### config.mk
export PLATFORM = sky130hd
export DESIGN_NAME = bsu_top
export DESIGN_NICKNAME = d
export VERILOG_FILES = /design/src/bsu_pkg.sv /design/src/bsu_sel_if.sv /design/src/bsu_clamp_sel.sv /design/src/bsu_top.sv
export VERILOG_INCLUDE_DIRS = /design/src
export SDC_FILE = /design/constraint.sdc
export NUM_CORES = 1
export LEC_CHECK = 0
export CAP_MARGIN = 5
export CORE_MARGIN = 3
export CORE_UTILIZATION = 60
export DETAILED_ROUTE_END_ITERATION = 8
export DONT_BUFFER_PORTS = 1
export GPL_ROUTABILITY_DRIVEN = 0
export PLACE_DENSITY = 0.76
export SLEW_MARGIN = 15
export SYNTH_ARGS = -nofsm -noshare
export SYNTH_HDL_FRONTEND = slang
export SYNTH_SLANG_ARGS = --single-unit
### constraint.sdc
create_clock -name mclk -period 3.1 [get_ports mclk]
set_clock_uncertainty 0.2 [all_clocks]
set_input_delay 0.62 -clock mclk [delete_from_list [all_inputs] [get_ports mclk]]
set_output_delay 0.62 -clock mclk [all_outputs]
set_load 0.01 [all_outputs]
### src/bsu_cfg.svh
// Register offsets, field positions, reset values and encodings for the supply monitor control
`ifndef BSU_CFG_SVH
`define BSU_CFG_SVH
`define BSU_OFS_CONFIG      8'h09
`define BSU_OFS_THR_ONE     8'h0A
`define BSU_OFS_THR_TWO     8'h0B
`define BSU_RST_CONFIG      8'h00
`define BSU_RST_THR_ONE     8'h92
`define BSU_RST_THR_TWO     8'h8D
`define BSU_LVLEN_MSB       7
`define BSU_LVLEN_LSB       6
`define BSU_UVSEL_MSB       2
`define BSU_UVSEL_LSB       0
`define BSU_LVLEN_OFF       2'h0
`define BSU_LVLEN_ONE       2'h1
`define BSU_LVLEN_BOTH      2'h2
`define BSU_UV_BASE_MV      12'h9C4
`define BSU_UV_STEP_MV      12'h064
`endif

### src/bsu_pkg.sv
// Types shared by the supply monitor control modules
package bsu_pkg;
    typedef enum logic [1:0] {
        BSU_CLAMP_NORMAL = 2'h0,
        BSU_CLAMP_ONE    = 2'h1,
        BSU_CLAMP_TWO    = 2'h2
    } bsu_clamp_e;
    typedef enum logic [1:0] {
        BSU_ST_STANDBY = 2'h0,
        BSU_ST_ACTIVE  = 2'h1,
        BSU_ST_EFFECT  = 2'h2,
        BSU_ST_LOCKOUT = 2'h3
    } bsu_state_e;
endpackage : bsu_pkg

### src/bsu_sel_if.sv
// Carrier between the top and the clamp selector
`timescale 1ns/1ps
interface bsu_sel_if;
    import bsu_pkg::*;
    logic [1:0] level_enable;
    logic [7:0] thr_one;
    logic [7:0] thr_two;
    logic [7:0] supply_sample;
    bsu_clamp_e clamp;
    modport top (output level_enable, output thr_one, output thr_two,
                 output supply_sample, input clamp);
    modport sel (input level_enable, input thr_one, input thr_two,
                 input supply_sample, output clamp);
endinterface : bsu_sel_if

### src/bsu_clamp_sel.sv
// Combinational clamp choice from the supply sample and battery thresholds
`timescale 1ns/1ps
`include "bsu_cfg.svh"
module bsu_clamp_sel
    import bsu_pkg::*;
(
    bsu_sel_if.sel s    // Thresholds, sample and chosen clamp
);
    logic below_one;
    logic below_two;
    assign below_one = s.supply_sample < s.thr_one;
    assign below_two = s.supply_sample < s.thr_two;
    always_comb begin
        s.clamp = BSU_CLAMP_NORMAL;
        case (s.level_enable)
            `BSU_LVLEN_ONE: begin
                if (below_one) s.clamp = BSU_CLAMP_ONE;
            end
            `BSU_LVLEN_BOTH: begin
                // Level two wins even if thresholds are programmed inverted
                if (below_two) s.clamp = BSU_CLAMP_TWO;
                else if (below_one) s.clamp = BSU_CLAMP_ONE;
            end
            default: s.clamp = BSU_CLAMP_NORMAL;
        endcase
    end
endmodule : bsu_clamp_sel

### src/bsu_top.sv
// Supply monitor control: lockout threshold, battery saver levels, clamp select
// Function
// - Level enable 0 disables, 1 enables level one, 2 enables both levels.
// - Lockout select codes 0..7 map 2.5 V to 3.2 V in 0.1 V steps.
// - Supply below lockout threshold turns output stage off and forces standby.
// - Level one enabled and supply below threshold one selects clamp one.
// - Level two enabled and supply below threshold two selects clamp two.
// - Supply compared once at effect start; clamp held for whole effect.
`timescale 1ns/1ps
`include "bsu_cfg.svh"
module bsu_top
    import bsu_pkg::*;
(
    input  wire logic       mclk,            // Core clock, 20 MHz
    input  wire logic       arst_n,          // Asynchronous reset, active low
    input  wire logic       reg_wr,          // Register write strobe
    input  wire logic [7:0] reg_addr,        // Register offset
    input  wire logic [7:0] reg_wdata,       // Register write data
    output logic      [7:0] reg_rdata,       // Registered read data
    input  wire logic       supply_below_uv, // Comparator flag: supply under threshold
    input  wire logic [7:0] supply_sample,   // Digitized supply level
    input  wire logic       effect_start,    // Pulse: an effect begins
    input  wire logic       effect_end,      // Pulse: effect finished or cancelled
    input  wire logic       wake_request,    // Leave standby
    output logic      [2:0] uv_threshold_sel,// Lockout select to comparator
    output logic     [11:0] uv_threshold_mv, // Selected lockout level in mV
    output logic            output_stage_en, // Output stage enable
    output logic            standby,         // Device in standby
    output logic      [1:0] clamp_select     // 0 normal, 1 limit one, 2 limit two
);
    function automatic logic [11:0] uv_mv(input logic [2:0] code);
        uv_mv = `BSU_UV_BASE_MV + 12'(code) * `BSU_UV_STEP_MV;
    endfunction : uv_mv

    // Field extraction from the config byte
    function automatic logic [2:0] uv_code(input logic [7:0] cfg);
        uv_code = cfg[`BSU_UVSEL_MSB:`BSU_UVSEL_LSB];
    endfunction : uv_code

    function automatic logic [1:0] level_code(input logic [7:0] cfg);
        level_code = cfg[`BSU_LVLEN_MSB:`BSU_LVLEN_LSB];
    endfunction : level_code

    // One-hot register hit: [2] config, [1] threshold one, [0] threshold two
    function automatic logic [2:0] reg_hit(input logic [7:0] addr);
        case (addr)
            `BSU_OFS_CONFIG:  reg_hit = 3'h4;
            `BSU_OFS_THR_ONE: reg_hit = 3'h2;
            `BSU_OFS_THR_TWO: reg_hit = 3'h1;
            default:          reg_hit = 3'h0;
        endcase
    endfunction : reg_hit

    // Standby and lockout both keep the stage off and report standby
    function automatic logic is_quiet(input bsu_state_e st);
        is_quiet = (st == BSU_ST_STANDBY) || (st == BSU_ST_LOCKOUT);
    endfunction : is_quiet

    logic [7:0] config_q, config_d;
    logic [7:0] thr_one_q, thr_one_d;
    logic [7:0] thr_two_q, thr_two_d;
    logic [7:0] rdata_q, rdata_d;
    bsu_state_e state_q, state_d;
    bsu_clamp_e clamp_q, clamp_d;
    logic [11:0] uvmv_q, uvmv_d;
    logic       stage_q, stage_d;
    logic       stby_q, stby_d;
    logic [2:0] wr_hit;
    logic [2:0] rd_hit;

    bsu_sel_if sel_bus ();
    assign sel_bus.level_enable  = level_code(config_q);
    assign sel_bus.thr_one       = thr_one_q;
    assign sel_bus.thr_two       = thr_two_q;
    assign sel_bus.supply_sample = supply_sample;

    bsu_clamp_sel u_sel (
        .s (sel_bus.sel)
    );

    // Register writes; reserved config bits are stored and read back
    always_comb begin
        config_d  = config_q;
        thr_one_d = thr_one_q;
        thr_two_d = thr_two_q;
        wr_hit    = reg_wr ? reg_hit(reg_addr) : 3'h0;
        if (wr_hit[2]) begin
            config_d = reg_wdata;
        end
        if (wr_hit[1]) begin
            thr_one_d = reg_wdata;
        end
        if (wr_hit[0]) begin
            thr_two_d = reg_wdata;
        end
    end

    always_ff @(posedge mclk or negedge arst_n) begin
        if (!arst_n) begin
            config_q  <= `BSU_RST_CONFIG;
            thr_one_q <= `BSU_RST_THR_ONE;
            thr_two_q <= `BSU_RST_THR_TWO;
        end else begin
            config_q  <= config_d;
            thr_one_q <= thr_one_d;
            thr_two_q <= thr_two_d;
        end
    end

    // Read data is registered: it shows the addressed register one edge later
    always_comb begin
        rd_hit = reg_hit(reg_addr);
        case (rd_hit)
            3'h4:    rdata_d = config_q;
            3'h2:    rdata_d = thr_one_q;
            3'h1:    rdata_d = thr_two_q;
            default: rdata_d = 8'h00;
        endcase
    end

    always_ff @(posedge mclk or negedge arst_n) begin
        if (!arst_n) begin
            rdata_q <= 8'h00;
        end else begin
            rdata_q <= rdata_d;
        end
    end

    // Informational lockout level, one cycle behind the select field
    always_comb begin
        uvmv_d = uv_mv(uv_code(config_q));
    end

    always_ff @(posedge mclk or negedge arst_n) begin
        if (!arst_n) begin
            uvmv_q <= `BSU_UV_BASE_MV;
        end else begin
            uvmv_q <= uvmv_d;
        end
    end

    // Power state
    always_comb begin
        state_d = state_q;
        case (state_q)
            BSU_ST_STANDBY: begin
                if (wake_request) begin
                    state_d = BSU_ST_ACTIVE;
                end
            end
            BSU_ST_ACTIVE: begin
                if (!wake_request) begin
                    state_d = BSU_ST_STANDBY;
                end else if (effect_start) begin
                    state_d = BSU_ST_EFFECT;
                end
            end
            BSU_ST_EFFECT: begin
                // Dropping the wake request does not cut a running effect short
                if (effect_end) begin
                    state_d = BSU_ST_ACTIVE;
                end
            end
            BSU_ST_LOCKOUT: begin
                // Exit straight to standby; a wake request still held moves the device to active one edge later
                if (!supply_below_uv) begin
                    state_d = BSU_ST_STANDBY;
                end
            end
            default: state_d = BSU_ST_STANDBY;
        endcase
        // Lockout overrides every state, a running effect included
        if (supply_below_uv) begin
            state_d = BSU_ST_LOCKOUT;
        end
    end

    always_ff @(posedge mclk or negedge arst_n) begin
        if (!arst_n) begin
            state_q <= BSU_ST_STANDBY;
        end else begin
            state_q <= state_d;
        end
    end

    // Clamp latch: the sample is looked at only on the start edge, then frozen
    always_comb begin
        clamp_d = clamp_q;
        if ((state_q == BSU_ST_ACTIVE) && (state_d == BSU_ST_EFFECT)) begin
            clamp_d = sel_bus.clamp;
        end else if (state_d != BSU_ST_EFFECT) begin
            clamp_d = BSU_CLAMP_NORMAL;
        end
    end

    always_ff @(posedge mclk or negedge arst_n) begin
        if (!arst_n) begin
            clamp_q <= BSU_CLAMP_NORMAL;
        end else begin
            clamp_q <= clamp_d;
        end
    end

    // Flag feeds the enable directly so the stage drops on the very next edge
    always_comb begin
        stage_d = !supply_below_uv && (state_d == BSU_ST_EFFECT);
        stby_d  = is_quiet(state_d);
    end

    always_ff @(posedge mclk or negedge arst_n) begin
        if (!arst_n) begin
            stage_q <= 1'b0;
            stby_q  <= 1'b1;
        end else begin
            stage_q <= stage_d;
            stby_q  <= stby_d;
        end
    end

    assign reg_rdata        = rdata_q;
    assign uv_threshold_sel = uv_code(config_q);
    assign uv_threshold_mv  = uvmv_q;
    assign output_stage_en  = stage_q;
    assign standby          = stby_q;
    assign clamp_select     = clamp_q;
endmodule : bsu_top

==> results of run 1 <==
## path summary, 6_finish.rpt
| kind | endpoint | slack (ns) |
|---|---|---|
| max | uv_threshold_mv[9] | 0.74 |
| min | output_stage_en | 0.19 |
| max reg2reg | uv_threshold_mv[9] | 0.74 |
| min reg2reg | config_q[3] | 0.31 |
| max in group asynchronous | sel_bus.thr_two[2] | 1.80 |
| min in group asynchronous | reg_rdata[7] | 0.64 |
## cells in the final DEF, fill, tap and decap left out, types with 2 or more instances in the layout
cell / n
ha_1: 22
inv_1: 23
o21ai_0: 6
a311o_1: 3
a31oi_1: 3
dfrtp_1: 35
nand2b_1: 3
a22oi_1: 8
nand3b_1: 2
dfstp_2: 12
xor2_1: 4
nor3b_1: 2
clkbuf_8: 7
nand2_1: 8
and3b_1: 2
mux2_2: 28
nor2b_1: 3
nor3_1: 2
nand3_1: 3
a211oi_1: 2
nor2_1: 13
a21o_1: 2
a21oi_1: 3
conb_1: 3
## kinds of logic after synthesis
logic type,Yosys count
flip-flops,47
AO/OA/AOI/OAI,33
other,2
XOR/XNOR,5
multiplexers,28
adder cells (fa/ha/maj),22
buffers and inverters,34
AND/OR/NAND/NOR,44
## registers in the layout, indices dropped and copies added, names as in the netlist
| register | cells |
|---|---|
| clamp_select | 2 |
| config_q | 8 |
| output_stage_en | 1 |
| reg_rdata | 8 |
| sel_bus.thr_one | 8 |
| sel_bus.thr_two | 8 |
| standby | 1 |
| state_q | 2 |
| uv_threshold_mv | 9 |
## routing by layer
metal	GRT usage (%)	routed length (um)
met1	26.2	2090
met2	38.7	2520
met3	8.49	387
met4	7.45	73
met5	0	0
## through the flow
| stage | hold slack (ns) | setup slack, ns | std cells |
|---|---|---|---|
| after floorplan | 0.124 | 1.01 | 216 |
| after global placement | 0.126 | 0.818 | 254 |
| after detailed placement | 0.126 | 0.730 | 254 |
| after CTS | 0.178 | 0.704 | 264 |
| after global routing | 0.165 | 0.617 | 264 |
| final | 0.185 | 0.740 | 264 |
## report_power, final
part	internal [W]	leakage, nW	switching, W
Clock	0.000203	0.0505	0.000197
Sequential	0.000656	0.603	0.0000315
Combinational	0.0000607	0.537	0.0000704
Total	0.000920	1.19	0.000299
## layout make-up
| cell class | count | area, sq um | share of cell area [%] |
|---|---|---|---|
| inverter | 23 | 86.3 | 3.31 |
| multi-input combinational | 135 | 1120 | 43.0 |
| clock buffer | 7 | 96.3 | 3.69 |
| sequential | 47 | 1190 | 45.6 |
| tap | 48 | 60.1 | 2.30 |
| clock inverter | 1 | 7.51 | 0.288 |
| timing repair buffer | 3 | 45.0 | 1.73 |
==> metrics.csv, run 1 <==
stage,metric,value,unit
setup_path,crit_type,reg2reg,
cells_and_area,fill_cells,277,
synthesis,syn_area_per_cell,11.5,sq um
job,max_cap_violations,0,
synthesis,synth_flop_cell,dfrtp_1,
synthesis,synth_seq_area_share,48.2,%
setup_path,crit_slowest_cell,dfrtp_1,
detailed_routing,ant_nets,0,
power_and_ir_drop,power,0.00122,W
die,ios,58,
synthesis,synth_top_family_by_area,multiplexers,
setup_path,worstSetupStartpointType,flip-flop,
synthesis,synth.area.mux_share,12.8,%
die,core,3830,sq um
sta,rsz0062_at_grt,no,
global_routing,grt_pass1_vias,1761,
placement,placed_area,2470,sq um
synthesis,synth_edf_count,0,
synthesis,yosys.area_share.simple,9.83,%
sta,slew_headroom,65.7,%
synthesis,synthArstFlopShare,100,%
sta,fin_setup_tns,0,ns
power_and_ir_drop,peakVddDrop,0.331,mV
sta,setup_viol,0,
setup_path,worstPathRequired,3.07,ns
clocking,clock_latency,0.29,ns
synthesis,ys_ff_latch,47,
setup_path,path_delay_family,adder cells,
clocking,clk_pin_slew_worst_paths,0.08,ns
clocking,hold_buffers,2,
synthesis,synth.most_common_cell,dfrtp_1,
setup_path,cp-end-kind,flip-flop,
clocking,postCtsSetupBuffers,0,
die,initial_core_util,64.6,%
sta,final_hold_viol_count,0,
detailed_routing,vias_per_cell,6.06,
synthesis,syn_area,2470,sq um
cells_and_area,design_area,2610,sq um
synthesis,yosysTopAreaCell,dfrtp_1,
clocking,clockRootBuffer,clkbuf_8,
global_routing,grt_remaining_overflow,0,
synthesis,synth.area.top_cells,"dfrtp_1 35%, dfstp_2 13%, mux2_2 13%, ha_1 11%, inv_1 3.5%",
setup_path,critical_path.startpoint,config_q[1],
power_and_ir_drop,p_leak,1.19,nW
setup_path,critPathMaxFanout,5,
hold_path,hold_class,in2reg,
setup_path,path_cells,inv_1 -> ha_1 -> inv_1 -> ha_1 -> ha_1 -> nor3_1 -> xor2_1 -> o21ai_0,
detailed_routing,drtIter0Drc,40,
synthesis,yosys_warnings,0,
cells_and_area,synthToLayoutAreaGrowth,5.67,%
setup_path,rr_worst_depth,8,
setup_path,cpPeakStageDelay,0.46,ns
setup_path,timing.rr.start,config_q[1],
cells_and_area,layout-drive-gt1-share,24.1,%
setup_path,path_common_cell,ha_1,
detailed_routing,vias,1601,
clocking,ctsResizeCount,0,
synthesis,synthCells,215,
detailed_routing,drcViolationCount,0,
hold_path,hold_depth,1,
sta,report.final.slew_viol_count,0,
global_routing,grt_max_degree,48,
setup_path,critPathArrivalTime,2.33,ns
global_routing,grt_pass1_wl,8.67,mm
synthesis,synth_adder_area_share,11.1,%
global_routing,grt_use_total,22.7,%
detailed_routing,wl_per_cell,19.2,um
synthesis,synth_xor_area_share,1.77,%
status,status,"complete, no violations",
sta,tightest_slew,0.502,ns
cells_and_area,fin_nets,268,
sta,max_freq,0.424,GHz
synthesis,netlist.area_leader.share,35.5,%
detailed_routing,firstDrtPassIters,4,
sta,finalCriticalPeriod,2.36,ns
power_and_ir_drop,powerDensity,467,nW/um^2
clocking,clk_path_buf_depth,2,
setup_path,path_depth,8,
placement,hpwl,3.80,mm
hold_path,hold_start,supply_below_uv,
die,die_w,70.2,um
detailed_routing,drt_wl_total,5.07,mm
cells_and_area,post-route-util,68.2,%
clocking,cts-htree-levels,2,
global_routing,antenna_found_initial,0,
clocking,clkSinkCount,47,
die,rows,22,
synthesis,synth_common_cells,"35 x dfrtp_1, 28 x mux2_2, 23 x inv_1",
setup_path,crit_buf_inv,2,
die,die-area,4920,sq um
clocking,numCtsBuffers,5,
cells_and_area,n_antenna_cell,0,
clocking,cts_tree,yes,
synthesis,synth_cell_types,39,
synthesis,synth_compound_area_share,9.52,%
die,die_h,70.2,um
placement,port_buffers,0,
sta,period_share,76.1,%
(Power assumes the default switching activity.)
==> inputs of run 2 (changes only) <==
- ABC_AREA: default -> 1
- clock period: 3.1 -> 2.4 ns (I/O delays scaled with it)
==> run 2 against run 1 <==
Core utilization down 0.099 points. Final area down 0.86%. Clock-buffer cell count up 1. Worst setup slack worse by 0.32 ns. Maximum frequency up 19%. Die area down 1.3%. Largest power group unchanged.
==> metrics.csv, run 2 <==
stage,metric,value,unit,change
cells_and_area,fin_nets,321,,+20%
global_routing,antenna_found_initial,0,,unchanged
synthesis,netlist.area_leader.share,36.0,%,+0.49 points
cells_and_area,post-route-util,68.1,%,-0.099 points
cells_and_area,final_cell_mix,"61 x nand2_1, 43 x inv_1, 35 x dfrtp_1, 22 x ha_1, 18 x o21ai_0",,
detailed_routing,wl_per_cell,15.3,um,-20%
status,status,"complete, no violations",,
global_routing,grt_max_degree,48,,unchanged
die,die_w,69.7,um,-0.63%
die,die_h,69.7,um,-0.63%
die,rows,22,,unchanged
synthesis,ys_ff_latch,47,,unchanged
power_and_ir_drop,p_leak,1.26,nW,+6.1%
clocking,postCtsSetupBuffers,0,,unchanged
clocking,cts-htree-levels,2,,unchanged
cells_and_area,design_area,2590,sq um,-0.86%
setup_path,crit_type,reg2reg,,
die,initial_core_util,64.1,%,-0.42 points
synthesis,yosysTopAreaCell,dfrtp_1,,
clocking,clk_path_buf_depth,2,,unchanged
cells_and_area,seqCellArea,1190,sq um,unchanged
setup_path,worstSetupStartpointType,flip-flop,,
synthesis,synth_common_cells,"61 x nand2_1, 43 x inv_1, 35 x dfrtp_1",,
cells_and_area,largest_reg_flops,9,,unchanged
setup_path,critPathArrivalTime,1.96,ns,-0.37 ns
synthesis,synthArstFlopShare,100,%,unchanged
synthesis,synth_flop_cell,dfrtp_1,,
clocking,numCtsBuffers,5,,unchanged
clocking,clkSinkCount,47,,unchanged
clocking,clock_latency,0.30,ns,about the same
sta,max_freq,0.506,GHz,+19%
detailed_routing,firstDrtPassIters,4,,unchanged
synthesis,synth_seq_area_share,48.9,%,+0.67 points
synthesis,synth_cell_types,29,,-26%
detailed_routing,drt_wl_total,4.84,mm,-4.5%
sta,final_hold_viol_count,0,,unchanged
sta,fin_setup_tns,0,ns,unchanged
synthesis,syn_area_per_cell,9.19,sq um,-20%
cells_and_area,layout-drive-gt1-share,13.4,%,-11 points
detailed_routing,vias,1687,,+5.4%
clocking,clk_pin_slew_worst_paths,0.08,ns,about the same
power_and_ir_drop,powerDensity,604,nW/um^2,+29%
placement,placed_area,2450,sq um,-0.76%
setup_path,cp-end-kind,flip-flop,,
synthesis,synth.most_common_cell,nand2_1,,
die,core,3800,sq um,-0.72%
clocking,cts_tree,yes,,
sta,timing.hold.ws,0.0428,ns,-0.143 ns
global_routing,grt_remaining_overflow,0,,unchanged
sta,setup_viol,0,,unchanged
detailed_routing,ant_nets,0,,unchanged
die,ios,58,,unchanged
cells_and_area,n_antenna_cell,0,,unchanged
global_routing,grt_use_total,21.2,%,-1.5 points
sta,rsz0062_at_grt,no,,
die,die-area,4860,sq um,-1.3%
sta,finalCriticalPeriod,1.98,ns,-0.384 ns
global_routing,grt_pass1_wl,8.06,mm,-7.1%
cells_and_area,multiInputGateArea,1020,sq um,-9.4%
placement,hpwl,3.62,mm,-4.7%
sta,report.final.slew_viol_count,0,,unchanged
cells_and_area,final_common_cell,nand2_1,,
setup_path,worstPathRequired,2.38,ns,-0.69 ns
power_and_ir_drop,peakVddDrop,0.427,mV,+29%
clocking,clockRootBuffer,clkbuf_8,,
cells_and_area,synthToLayoutAreaGrowth,6.21,%,
sta,period_share,82.3,%,+6.2 points
setup_path,critPathMaxFanout,7,,+2
detailed_routing,vias_per_cell,5.32,,-12%
cells_and_area,fill_cells,299,,+7.9%
synthesis,synth.area.top_cells,"dfrtp_1 36%, dfstp_2 13%, ha_1 11%, nand2_1 9.4%, inv_1 6.6%",,
job,max_cap_violations,0,,unchanged
synthesis,synthCells,265,,+23%
global_routing,grt_pass1_vias,1680,,-4.6%
detailed_routing,drtIter0Drc,96,,+140%
synthesis,yosys_warnings,0,,unchanged
detailed_routing,drcViolationCount,0,,unchanged
placement,port_buffers,0,,unchanged
hold_path,hold_class,in2reg,,
synthesis,synth_edf_count,0,,unchanged
synthesis,syn_area,2440,sq um,-1.4%
==> run 2: cell types whose count changed after synthesis, moves of 6 or more <==
cell,change
nand2_1,+53
mux2_2,-28
inv_1,+20
o21ai_0,+12
a22oi_1,-8
o21ai_2,+8
o221ai_1,+7
nand3_1,+6
==> run 2: layout make-up <==
type                            count  area share [%]
Sequential cell                    47            46.0
Timing Repair Buffer                4            2.03
Multi-Input combinational cell    166            39.4
Inverter                           44            6.38
Tap cell                           48            2.32
Clock buffer                        8            3.87
==> run 2: cells by family after synthesis <==
logic type	count (synthesis)	synth area share, %
AND/OR/NAND/NOR	91	16.0
buffers and inverters	53	9.45
flip-flops	47	48.9
AO/OA/AOI/OAI	45	12.2
adder cells (fa/ha/maj)	22	11.3
XOR/XNOR	5	1.80
other	2	0.308
==> run 2: final timing paths <==
kind                                    start                   to  slack [ns]  cells past startpoint
min in group asynchronous              arst_n      output_stage_en        0.51                      2
setup reg to reg                  config_q[2]  uv_threshold_mv[10]        0.42                      6
setup / recovery                  config_q[2]  uv_threshold_mv[10]        0.42                      6
hold reg to reg            sel_bus.thr_one[0]   sel_bus.thr_one[0]        0.29                      2
hold / removal                supply_below_uv      output_stage_en        0.04                      1
max in group asynchronous              arst_n   sel_bus.thr_two[2]        1.22                      2
==> run 2: routing by layer <==
metal / GRT usage (%) / vias to the layer above / routed length [um]
li1: - / 851 / -
met5: 0 / - / 0
met4: 9.57 / 0 / 146
met3: 5.94 / 13 / 311
met2: 32.3 / 58 / 2150
met1: 28.1 / 765 / 2240
==> run 2: worst max-delay path, cell delays in order (launching register included) <==
cell     delay, ns
dfrtp_1       0.50
ha_1          0.33
inv_1         0.04
ha_1          0.18
ha_1          0.27
inv_1         0.06
a31oi_1       0.27
==> run 2: stage by stage <==
stage,power [W],std cells,setup slack [ns]
3_3_place_gp,0.00103,307,0.482
4_1_cts,0.00157,317,0.427
2_1_floorplan,0.00101,266,0.598
3_5_place_dp,0.00104,307,0.445
6_report,0.00156,317,0.424
5_1_grt,0.00164,317,0.300
==> run 2: what timing repair did <==
action / in CTS / in global routing
hold endpoints to repair: 47 / 0
hold buffers: 2 / 0
resized for setup: 0 / 0
==> run 2: report_power, final <==
| group | leakage, nW | total [W] | internal (W) | switching, W |
|---|---|---|---|---|
| clock | 0.0515 | 0.000516 | 0.000263 | 0.000253 |
| sequential | 0.603 | 0.000885 | 0.000847 | 0.0000376 |
| combinational | 0.609 | 0.000163 | 0.0000619 | 0.000101 |
| total | 1.26 | 0.00156 | 0.00117 | 0.000391 |
